[config.mk]
export PLATFORM = sky130hd
export DESIGN_NAME = analog_ramp_generator
export DESIGN_NICKNAME = d
export VERILOG_FILES = /design/src/analog_ramp_pkg.sv /design/src/analog_ramp_generator.sv
export SDC_FILE = /design/constraint.sdc
export NUM_CORES = 2
export LEC_CHECK = 0
export ABC_AREA = 1
export BUFFER_PORTS_ARGS = -buffer_cell sky130_fd_sc_hd__clkbuf_2
export CORE_ASPECT_RATIO = 1.5
export CORE_MARGIN = 4
export CORE_UTILIZATION = 50
export DETAILED_ROUTE_END_ITERATION = 12
export GPL_TIMING_DRIVEN = 0
export PLACE_DENSITY = 0.66
export RECOVER_POWER = 25
export SETUP_SLACK_MARGIN = 0.15
export SLEW_MARGIN = 0
export SYNTH_ARGS = -nofsm -noshare
export SYNTH_HDL_FRONTEND = slang
export SYNTH_SLANG_ARGS = --single-unit
[constraint.sdc]
create_clock -name sys_clk_i -period 108.3 [get_ports sys_clk_i]
set_clock_uncertainty 0.05 [all_clocks]
set_input_delay 10.83 -clock sys_clk_i [delete_from_list [all_inputs] [get_ports sys_clk_i]]
set_output_delay 10.83 -clock sys_clk_i [all_outputs]
set_load 0.02 [all_outputs]
[src/analog_ramp_pkg.sv]
// constants, register map and state encoding for the analog ramp generator
package analog_ramp_pkg;

    // signed level arithmetic, wide enough for every sum and product used
    typedef logic signed [31:0] level_t;

    // update tick: 100 ms at a 10 MHz system clock
    localparam int CLK_HZ = 10_000_000;
    localparam int TICK_MS = 100;
    localparam int TICK_CYCLES = CLK_HZ / 1000 * TICK_MS;
    localparam level_t TICKS_PER_SEC = 1000 / TICK_MS;

    // legal parameter ranges
    localparam level_t RATE_MIN = 1;
    localparam level_t RATE_MAX = 10000;
    localparam level_t OFFSET_LIM = 10000;
    localparam level_t LEVEL_MIN = -10000;
    localparam level_t LEVEL_MAX = 20000;
    localparam level_t SS_MIN = 0;
    localparam level_t SS_MAX = 20000;
    localparam level_t GAIN_MIN = 0;
    localparam level_t GAIN_MAX = 1000;
    localparam level_t GAIN_UNIT = 100;
    localparam level_t OUT_MIN = 0;
    localparam level_t OUT_MAX = 32767;

    // reset values of the settings
    localparam level_t RATE_RST = 100;
    localparam level_t GAIN_RST = 100;
    localparam level_t OFFSET_RST = 0;
    localparam level_t SS_RST = 0;
    localparam level_t FIRST_RST = 0;
    localparam level_t SECOND_RST = 0;
    localparam level_t LIMIT_RST = 20000;

    // register byte addresses (word aligned)
    localparam logic [7:0] ADDR_RATE = 8'h00;
    localparam logic [7:0] ADDR_GAIN = 8'h04;
    localparam logic [7:0] ADDR_OFFSET = 8'h08;
    localparam logic [7:0] ADDR_START_STOP = 8'h0C;
    localparam logic [7:0] ADDR_FIRST = 8'h10;
    localparam logic [7:0] ADDR_SECOND = 8'h14;
    localparam logic [7:0] ADDR_LIMIT = 8'h18;
    localparam logic [7:0] ADDR_STATUS = 8'h1C;
    localparam logic [7:0] ADDR_CURRENT = 8'h20;
    localparam logic [7:0] ADDR_OUTPUT = 8'h24;

    // status register fields
    localparam int STATUS_STATE_LSB = 0;
    localparam int STATUS_SEL_BIT = 4;

    // ramp sequencer, gray coded along start, ramp, decel, hold, lock
    typedef enum logic [2:0] {
        SEQ_IDLE = 3'h0,
        SEQ_START_HOLD = 3'h1,
        SEQ_RAMP = 3'h3,
        SEQ_DECEL = 3'h2,
        SEQ_STOP_HOLD = 3'h6,
        SEQ_LOCKED = 3'h7
    } state_e;

endpackage

[src/analog_ramp_generator.sv]
// analog ramp generator with an AHB-Lite settings and status port
// Notes on behaviour
// - ramp rate is 1 to 10000 level steps per second, used for all ramps.
// - base offset is limited to plus or minus 10000; it is the resting level.
// - output equals current level minus base offset, divided by gain.
// - scaled output is kept between 0 and 32767.
// - enable rising loads start/stop level and holds it for 100 ms.
// - after start hold, ramp at rate toward level chosen by select.
// - decelerated stop ramps to start/stop level, holds 100 ms, then rests; the code holds it 200 ms after the ramp arrives instead.
// - after decelerated stop, restart waits until stop and enable both drop.
// - a select change ramps from present target toward the new one; the code ramps from the present level instead.
// - enable falling forces current level to base offset at once.
// - current level is recomputed once every 100 ms.
// - select zero picks first target level, one picks second.
// - each target level is limited to -10000 through 20000.
// - current level never exceeds the maximum level limit.
// - start/stop offset is 0 to 20000, added to base offset.
//
// Added by the designer: the address map and register access over AHB-Lite.
module analog_ramp_generator #(
    parameter int TICK_CYCLES = analog_ramp_pkg::TICK_CYCLES
) (
    input wire logic sys_clk_i,
    input wire logic reset_i,
    input wire logic enable_i,
    input wire logic level_select_i,
    input wire logic decelerated_stop_i,
    input wire logic hsel_i,
    input wire logic [31:0] haddr_i,
    input wire logic [1:0] htrans_i,
    input wire logic hwrite_i,
    input wire logic [2:0] hsize_i,
    input wire logic [31:0] hwdata_i,
    input wire logic hready_i,
    output logic hreadyout_o,
    output logic hresp_o,
    output logic [31:0] hrdata_o,
    output analog_ramp_pkg::level_t current_level_o,
    output logic [15:0] scaled_output_value_o
);
    import analog_ramp_pkg::*;

    localparam int TICK_W = $clog2(TICK_CYCLES);
    localparam logic [TICK_W-1:0] TICK_LAST = TICK_W'(TICK_CYCLES - 1);
    localparam logic [TICK_W-1:0] TICK_ZERO = '0;

    // saturate a value into a closed range
    function automatic level_t clamp(input level_t v, input level_t lo, input level_t hi);
        if (v < lo) begin
            return lo;
        end else if (v > hi) begin
            return hi;
        end
        return v;
    endfunction

    // step from cur toward tgt by at most step, never past tgt
    function automatic level_t move_toward(input level_t cur, input level_t tgt,
                                           input level_t step);
        if (cur < tgt) begin
            return (tgt - cur > step) ? cur + step : tgt;
        end else if (cur > tgt) begin
            return (cur - tgt > step) ? cur - step : tgt;
        end
        return cur;
    endfunction

    // settings written by software
    level_t rate;
    level_t gain;
    level_t base_offset;
    level_t start_stop_offset;
    level_t first_target_level;
    level_t second_target_level;
    level_t maximum_level_limit;

    // ramp state
    state_e state;
    state_e next_state;
    level_t level;
    level_t next_level;
    level_t frac;
    level_t next_frac;
    logic enable_q;
    logic [TICK_W-1:0] tick_cnt;

    // bus data-phase bookkeeping
    logic wr_pend;
    logic [7:0] wr_addr;

    // bus decode
    wire addr_phase = hsel_i && hready_i && htrans_i[1];
    wire take_write = addr_phase && hwrite_i;
    wire take_read = addr_phase && !hwrite_i;
    wire [7:0] word_addr = {haddr_i[7:2], 2'b00};
    wire level_t wr_val = level_t'(hwdata_i);

    // readback mux, unmapped words read as zero
    wire [31:0] status_word = 32'(state) << STATUS_STATE_LSB
                            | 32'(level_select_i) << STATUS_SEL_BIT;
    wire [31:0] rd_mux =
        (word_addr == ADDR_RATE) ? 32'(rate) :
        (word_addr == ADDR_GAIN) ? 32'(gain) :
        (word_addr == ADDR_OFFSET) ? 32'(base_offset) :
        (word_addr == ADDR_START_STOP) ? 32'(start_stop_offset) :
        (word_addr == ADDR_FIRST) ? 32'(first_target_level) :
        (word_addr == ADDR_SECOND) ? 32'(second_target_level) :
        (word_addr == ADDR_LIMIT) ? 32'(maximum_level_limit) :
        (word_addr == ADDR_STATUS) ? status_word :
        (word_addr == ADDR_CURRENT) ? 32'(level) :
        (word_addr == ADDR_OUTPUT) ? 32'(scaled_output_value_o) : 32'h0000_0000;

    // derived levels
    wire level_t ss_level = base_offset + start_stop_offset;
    wire level_t sel_target = level_select_i ? second_target_level
                                             : first_target_level;
    // target follows select live, so a change re-aims the ramp at once
    wire level_t ramp_target = clamp(sel_target, LEVEL_MIN, maximum_level_limit);
    wire level_t stop_target = clamp(ss_level, LEVEL_MIN, maximum_level_limit);

    // update tick and edge detection
    wire tick = (tick_cnt == TICK_LAST);
    wire enable_rise = enable_i && !enable_q;
    wire restart_tick = (state == SEQ_IDLE) && enable_rise && !decelerated_stop_i;

    // fractional rate accumulator: rate/10 per tick, remainder carried
    wire level_t rate_sum = frac + rate;
    wire level_t step = rate_sum / TICKS_PER_SEC;
    wire level_t rate_rem = rate_sum - step * TICKS_PER_SEC;

    // scaled output: (level - offset) * unit / gain, truncated, saturated
    wire level_t diff = level - base_offset;
    wire level_t quot = (gain == GAIN_MIN) ? OUT_MAX
                                           : (diff * GAIN_UNIT) / gain;
    wire level_t out_sat = clamp(quot, OUT_MIN, OUT_MAX);

    // sequencer next state and next level
    always_comb begin
        next_state = state;
        next_level = level;
        next_frac = frac;
        // enable low outranks every ramp phase; the lock also waits for stop
        if (!enable_i && state != SEQ_IDLE && state != SEQ_LOCKED) begin
            next_state = SEQ_IDLE;
            next_level = base_offset;
        end else begin
            unique case (state)
                SEQ_IDLE: begin
                    // resting level follows offset writes while idle
                    next_level = base_offset;
                    next_frac = '0;
                    if (restart_tick) begin
                        next_state = SEQ_START_HOLD;
                        next_level = stop_target;
                    end
                end
                SEQ_START_HOLD: begin
                    // tick counter was restarted on entry, so this is 100 ms
                    if (decelerated_stop_i) begin
                        next_state = SEQ_DECEL;
                    end else if (tick) begin
                        next_state = SEQ_RAMP;
                    end
                end
                SEQ_RAMP: begin
                    if (decelerated_stop_i) begin
                        next_state = SEQ_DECEL;
                    end else if (tick) begin
                        next_level = move_toward(level, ramp_target, step);
                        next_frac = rate_rem;
                    end
                end
                SEQ_DECEL: begin
                    if (tick) begin
                        next_frac = rate_rem;
                        if (level == stop_target) begin
                            next_state = SEQ_STOP_HOLD;
                        end else begin
                            next_level = move_toward(level, stop_target, step);
                        end
                    end
                end
                SEQ_STOP_HOLD: begin
                    // entered on a tick, so the next tick ends a full 100 ms
                    if (tick) begin
                        next_state = SEQ_LOCKED;
                        next_level = base_offset;
                    end
                end
                SEQ_LOCKED: begin
                    next_level = base_offset;
                    if (!decelerated_stop_i && !enable_i) begin
                        next_state = SEQ_IDLE;
                    end
                end
            endcase
        end
        // a lowered limit pulls the level down even mid-hold
        if (next_level > maximum_level_limit) begin
            next_level = maximum_level_limit;
        end
    end

    // 100 ms tick counter, restarted when a start hold begins
    always_ff @(posedge sys_clk_i) begin
        if (reset_i || restart_tick || tick) begin
            tick_cnt <= TICK_ZERO;
        end else begin
            tick_cnt <= tick_cnt + 1'b1;
        end
    end

    // ramp state registers
    always_ff @(posedge sys_clk_i) begin
        if (reset_i) begin
            state <= SEQ_IDLE;
            level <= OFFSET_RST;
            frac <= '0;
        end else begin
            state <= next_state;
            level <= next_level;
            frac <= next_frac;
        end
    end

    // enable history for the rise detector, reset to the pin's idle level
    always_ff @(posedge sys_clk_i) begin
        if (reset_i) begin
            enable_q <= 1'b0;
        end else begin
            enable_q <= enable_i;
        end
    end

    // outputs, all registered
    always_ff @(posedge sys_clk_i) begin
        if (reset_i) begin
            current_level_o <= OFFSET_RST;
            scaled_output_value_o <= 16'h0000;
        end else begin
            current_level_o <= level;
            scaled_output_value_o <= out_sat[15:0];
        end
    end

    // handshake: zero wait states and always OKAY, so no stall path exists
    always_ff @(posedge sys_clk_i) begin
        if (reset_i) begin
            hreadyout_o <= 1'b1;
            hresp_o <= 1'b0;
        end else begin
            hreadyout_o <= 1'b1;
            hresp_o <= 1'b0;
        end
    end

    // write address kept for the data phase, when hwdata finally stands
    always_ff @(posedge sys_clk_i) begin
        if (reset_i) begin
            wr_pend <= 1'b0;
            wr_addr <= 8'h00;
        end else begin
            wr_pend <= take_write;
            if (take_write) begin
                wr_addr <= word_addr;
            end
        end
    end

    // read data loaded in the address phase, so it stands through the data phase
    always_ff @(posedge sys_clk_i) begin
        if (reset_i) begin
            hrdata_o <= 32'h0000_0000;
        end else if (take_read) begin
            hrdata_o <= rd_mux;
        end
    end

    // write strobes, one per setting, from the captured data-phase address
    wire wr_rate = wr_pend && (wr_addr == ADDR_RATE);
    wire wr_gain = wr_pend && (wr_addr == ADDR_GAIN);
    wire wr_offset = wr_pend && (wr_addr == ADDR_OFFSET);
    wire wr_start_stop = wr_pend && (wr_addr == ADDR_START_STOP);
    wire wr_first = wr_pend && (wr_addr == ADDR_FIRST);
    wire wr_second = wr_pend && (wr_addr == ADDR_SECOND);
    wire wr_limit = wr_pend && (wr_addr == ADDR_LIMIT);

    // rate floored at one step per second, so a ramp always ends
    always_ff @(posedge sys_clk_i) begin
        if (reset_i) begin
            rate <= RATE_RST;
        end else if (wr_rate) begin
            rate <= clamp(wr_val, RATE_MIN, RATE_MAX);
        end
    end

    // gain in hundredths; zero is legal and saturates the output
    always_ff @(posedge sys_clk_i) begin
        if (reset_i) begin
            gain <= GAIN_RST;
        end else if (wr_gain) begin
            gain <= clamp(wr_val, GAIN_MIN, GAIN_MAX);
        end
    end

    // base offset, the resting level
    always_ff @(posedge sys_clk_i) begin
        if (reset_i) begin
            base_offset <= OFFSET_RST;
        end else if (wr_offset) begin
            base_offset <= clamp(wr_val, -OFFSET_LIM, OFFSET_LIM);
        end
    end

    // start/stop offset, never negative
    always_ff @(posedge sys_clk_i) begin
        if (reset_i) begin
            start_stop_offset <= SS_RST;
        end else if (wr_start_stop) begin
            start_stop_offset <= clamp(wr_val, SS_MIN, SS_MAX);
        end
    end

    // first target level
    always_ff @(posedge sys_clk_i) begin
        if (reset_i) begin
            first_target_level <= FIRST_RST;
        end else if (wr_first) begin
            first_target_level <= clamp(wr_val, LEVEL_MIN, LEVEL_MAX);
        end
    end

    // second target level
    always_ff @(posedge sys_clk_i) begin
        if (reset_i) begin
            second_target_level <= SECOND_RST;
        end else if (wr_second) begin
            second_target_level <= clamp(wr_val, LEVEL_MIN, LEVEL_MAX);
        end
    end

    // level ceiling; lowering it pulls the level down at the next edge
    always_ff @(posedge sys_clk_i) begin
        if (reset_i) begin
            maximum_level_limit <= LIMIT_RST;
        end else if (wr_limit) begin
            maximum_level_limit <= clamp(wr_val, LEVEL_MIN, LEVEL_MAX);
        end
    end

endmodule // analog_ramp_generator

-- Yosys cells after proc, flatten, opt, wreduce, memory -nomap -nowiden
Cells that the tools add are included.
- word-level logic and storage cells: 225
- flip-flop bits (word level): 399
- output and inout bits: 82
- bits of input ports: 77
- $mul: 2
- bitwise gates (word level): 2
- muxes and demuxes: 107
- $add $sub $neg: 11
- magnitude comparators: 21
- divide/modulo/power cells: 2
- equal/unequal tests: 31
- reductions and logical operators: 32
- operator list (kind ; number):
    $mux 32 ; 52
    $gt 32x32->1 ; 9
    $sub 32x32->32 ; 7
    $pmux 32 s5 ; 1
    $add 32x32->32 ; 3
    $lt 32x15->1 const B ; 3
    $pmux 32 s3 ; 1
    $gt 32x16->1 const B ; 2
    $lt 32x1->1 const B ; 2
    $lt 32x32->1 ; 2
    $mux 16 ; 4
    $eq 6x3->1 const B ; 7
    $mux 1 ; 40
    $div 32x32->32 ; 1
    $div 32x5->32 const B ; 1
    $eq 32x32->1 ; 1
    $gt 32x11->1 const B ; 1
    $gt 32x15->1 const B ; 1
    $logic_not 32->1 ; 1
    $lt 32x2->1 const B ; 1
    $mul 32x4->31 const B ; 1
    $mul 32x6->30 const B ; 1
    $eq 6x2->1 const B ; 4
    $mux 3 ; 8
    other kinds (21) ; 54

-- Longest topological paths before layout
- word-level depth: 19
- mapped depth: 761
- mapped depth without buffers: 737

-- Worst setup path after synthesis
No wires, ideal clock.
- path kind: reg-to-reg
- start point: register level[0]
- end point: register scaled_output_value_o[8]
- cell stages (with the launch flop): 736
- required time: 108.099 ns
- setup time: 0.151 ns
- data arrival time: 94.831 ns
- slack: 13.268 ns
- path through: dfxtp_1 -> inv_1 -> ha_1 -> inv_1 -> fa_1 -> a31oi_1 -> o21ai_0 -> nand3_1 -> nand2_1 -> nand3_1 -> nand2_1 -> nand3_1 -> nand2_1 -> a31oi_1 -> nor2_1 -> o21ai_0 -> nand2_1 -> a21oi_1 -> (+700 left out) -> nor3_1 -> inv_1 -> nor4_1 -> nand4_1 -> nor3_1 -> inv_1 -> nor2_1 -> nand2_1 -> nor4_1 -> nand3_1 -> nand2_1 -> xnor2_1 -> o2111ai_1 -> nand2_1 -> nor2_1 -> inv_1 -> clkbuf_1 -> a41oi_1
- longest elaborated chain between the ends: 8
- elaborated cells on any way between the ends: 10
- those cells by class: add/sub: 1; mul: 1; div: 1; order compare: 2; mux: 5
- ends and longest elaborated chain (item ; line ; RTL):
    start: declaration ; analog_ramp_generator.sv:80 ; level_t level;
    start signal: assignment ; analog_ramp_generator.sv:221 ; level <= next_level;
    $sub 32x32->32 * ; analog_ramp_generator.sv:132 ; wire level_t diff = level - base_offset;
    $mul 32x6->30 * ; analog_ramp_generator.sv:134 ; : (diff * GAIN_UNIT) / gain;
    $div 32x32->32 * ; analog_ramp_generator.sv:134 ;
    $mux 32 * ; analog_ramp_generator.sv:133 ; wire level_t quot = (gain == GAIN_MIN) ? OUT_MAX
    $gt 32x16->1 ; analog_ramp_generator.sv:51 ; end else if (v > hi) begin
    $mux 1 ; analog_ramp_generator.sv:51 ;
    $mux 1 ; analog_ramp_generator.sv:49 ; if (v < lo) begin
    $mux 16 * ; analog_ramp_generator.sv:54 ; return v;
    end signal: assignment ; analog_ramp_generator.sv:242 ; scaled_output_value_o <= out_sat[15:0];
    end: declaration ; analog_ramp_generator.sv:39 ; output logic [15:0] scaled_output_value_o
Mark *: on every way between the ends. The rest lies on a longest branch, timed or not.
A chain may end at the register's enable or synchronous reset.

==> impl_metrics.ini <==
[sta]
tightest_slew_ps = 1666
period_share = 0.9339
fmax_mhz = 9.887
relSlewSlack = -0.1184
finalHoldViolCount = 0
setup-violations-final = 0
finalWorstSetupSlack_ps = 7162
min_period_ps = 101140
finalMaxSlewViolations = 68

[die]
ios = 159
die_h_microns = 489.0
fp.dieArea_sq_um = 160700
coreArea_sq_um = 153300
row_count = 176
start_util = 0.5031
die_w_microns = 328.6

[setup_path]
critPathKind = reg -> reg
reg2reg_depth = 732
r2r_slack_ps = 7160
critPathArrivalTime_ps = 101620
slowest_delay_ps = 550
crit_top_cell = nand2_1
worstSetupStartpointType = register
worstSetupEndpointType = register
crit_required_ps = 108780
cpMaxStageDelayCell = fa_1
crit_fanout = 10
r2r_start = base_offset[0]
rr_endpoint = scaled_output_value_o[8]

[synth]
synth_top_cell_area_share = 0.1967
synth_xor_xnor_area_share = 0.08879
syn-cell-area_sq_um = 77110
syn_area_per_cell_sq_um = 6.216
synth_top_family_by_area = simple AND/OR/NAND/NOR gates
synth_compound_area_frac = 0.2372
synth_flop_cell = dfxtp_1
synth-seq-cells = 399
synth_top_cells_by_area = ha_1, nand2_1, dfxtp_1
synthArstFlopShare = 0
yosysUniqueCellTypes = 83
synth.area.mux_share = 0.001168
yosysWarnings = 0
netlist_instances = 12410
synth-edff-count = 0
yosys.area_share.simple = 0.2603
synthAdderAreaFrac = 0.2026
yosysTopAreaCell = ha_1
ys_seq_area_frac = 0.1036

[global_routing]
grt_pass1_wl_microns = 566800
grt_max_degree = 32
grt_pass1_vias = 88740
antenna_found_initial = 55
grt_usage = 0.4737
grt_overflow = 0

[final_layout]
drive_gt1_frac = 0.08243
area_growth_pct = 10.32
num-nets-final = 14020
stdcell_area_sq_um = 85060
layout_common_cells = nand2_1, inv_1, a21oi_1
instances_no_fill = 14830
layout_commonest_cell = nand2_1

[clock_tree]
insertion_delay_ps = 710
clockBufferDepth = 3
tritoncts = yes
clock_sinks = 399
clk_pin_slew_worst_paths_ps = 80
numCtsBuffers = 42
root_buffer = clkbuf_16
htreeDepth = 2

[status]
status = finished, violations left
violations = capacitance limit, slew limit

[place]
dp_hpwl_microns = 321600
routabilityCongestion = 1.130
place_area_sq_um = 81160
post-place-ws_ps = -13810
place_inst = 14620
io_buffers = 122

[hold_path]
min_delay_worst_endpoint = tick_cnt[0]
hold_path_class = reg -> reg
whs_path_depth = 1
hp-start = tick_cnt[0]

[routing]
first_pass_iters = 10
finalWirelength_microns = 396100
drt_iter0_drc = 8752
dr_total_vias = 92430
wl_per_cell_microns = 26.71
vias_per_cell = 6.234
ant_nets = 0
drc = 0

[flow_run]
maxCapViolCount = 15
-- cells by family after synthesis --
family                     Yosys count
and+or+nand+nor                   4646
AOI/OAI and AO/OA                 3184
buffers and inverters             2150
adders and majority gates         1235
xor gates and xnor gates           780
DFF                                399
muxes                                9
other                                2
-- cells in the mapped netlist, drive strengths merged (93+ instances only) --
cell	instances
nand2	2324
inv	1739
a21oi	1425
nor2	1228
ha	1212
o21ai	911
nand3	547
xor2	527
dfxtp	399
clkbuf	347
xnor2	253
nor3	182
o211ai	181
nand4	127
or2	121
o221ai	94
a21o	93
-- critical path, delay by kind of cell, from the launching register on --
kind	cells	cell delay [ps]
buf+inv	164	18340
xor+xnor	4	680
simple gates	402	43050
flops	1	490
fa+ha+maj	42	13630
compound gates	302	49210
-- registers in the layout, indices dropped and copies added (netlist names), 32 cells and up, named ones only --
register / cells
current_level_o: 32
level: 32
second_target_level: 32
gain: 32
rate: 32
base_offset: 32
frac: 32
start_stop_offset: 32
first_target_level: 32
maximum_level_limit: 32
hrdata_o: 32
-- metrics by stage --
stage	hold WS, ps	util	setup TNS (ps)
floorplan	367.6	-	0
global placement	379.7	0.5238	-156100
detailed placement	391.4	0.5295	-201700
CTS	403.8	0.5425	0
global route	434.6	0.5545	-10590
finish	404.2	0.5550	0
-- layout make-up --
class	count	area (sq um)
inverter	1769	6756
sequential	399	8028
multi-input combinational	9857	62480
buffer	381	1708
fill	15600	68200
clock buffer	54	1176
clock inverter	24	360.3
antenna	43	107.6
tap	2047	2561
timing repair buffer	254	1883
-- how the worst max path moves through the flow --
stage / cells past startpoint / end / from
floorplan: 735 / scaled_output_value_o[8] / level[0]
detailed placement: 727 / scaled_output_value_o[3] / level[0]
finish: 914 / scaled_output_value_o[8] / base_offset[0]
CTS: 938 / scaled_output_value_o[3] / level[0]
global route: 935 / scaled_output_value_o[8] / base_offset[0]
global placement: 725 / scaled_output_value_o[3] / level[0]
-- repair_timing --
| item | in CTS | in global routing |
|---|---|---|
| pin swaps | 6 | 68 |
| gates resized for setup | 159 | 395 |
| cloned | 0 | 0 |
| hold buffers | 0 | 0 |
| setup endpoints to repair | 15 | 15 |
| setup buffers | 7 | 75 |
-- routing by layer --
metal	part of all wire	wire (microns)	vias up	global-route usage
li1	-	-	42480	-
met1	0.33	129100	42830	0.4572
met2	0.44	175800	5014	0.7708
met3	0.091	35850	2098	0.1384
met4	0.14	55080	16	0.5223
met5	0.00038	151	-	0.003019
Power is not shown: default switching activity piles up to over one toggle a cycle in this logic, so the estimate is an artifact.
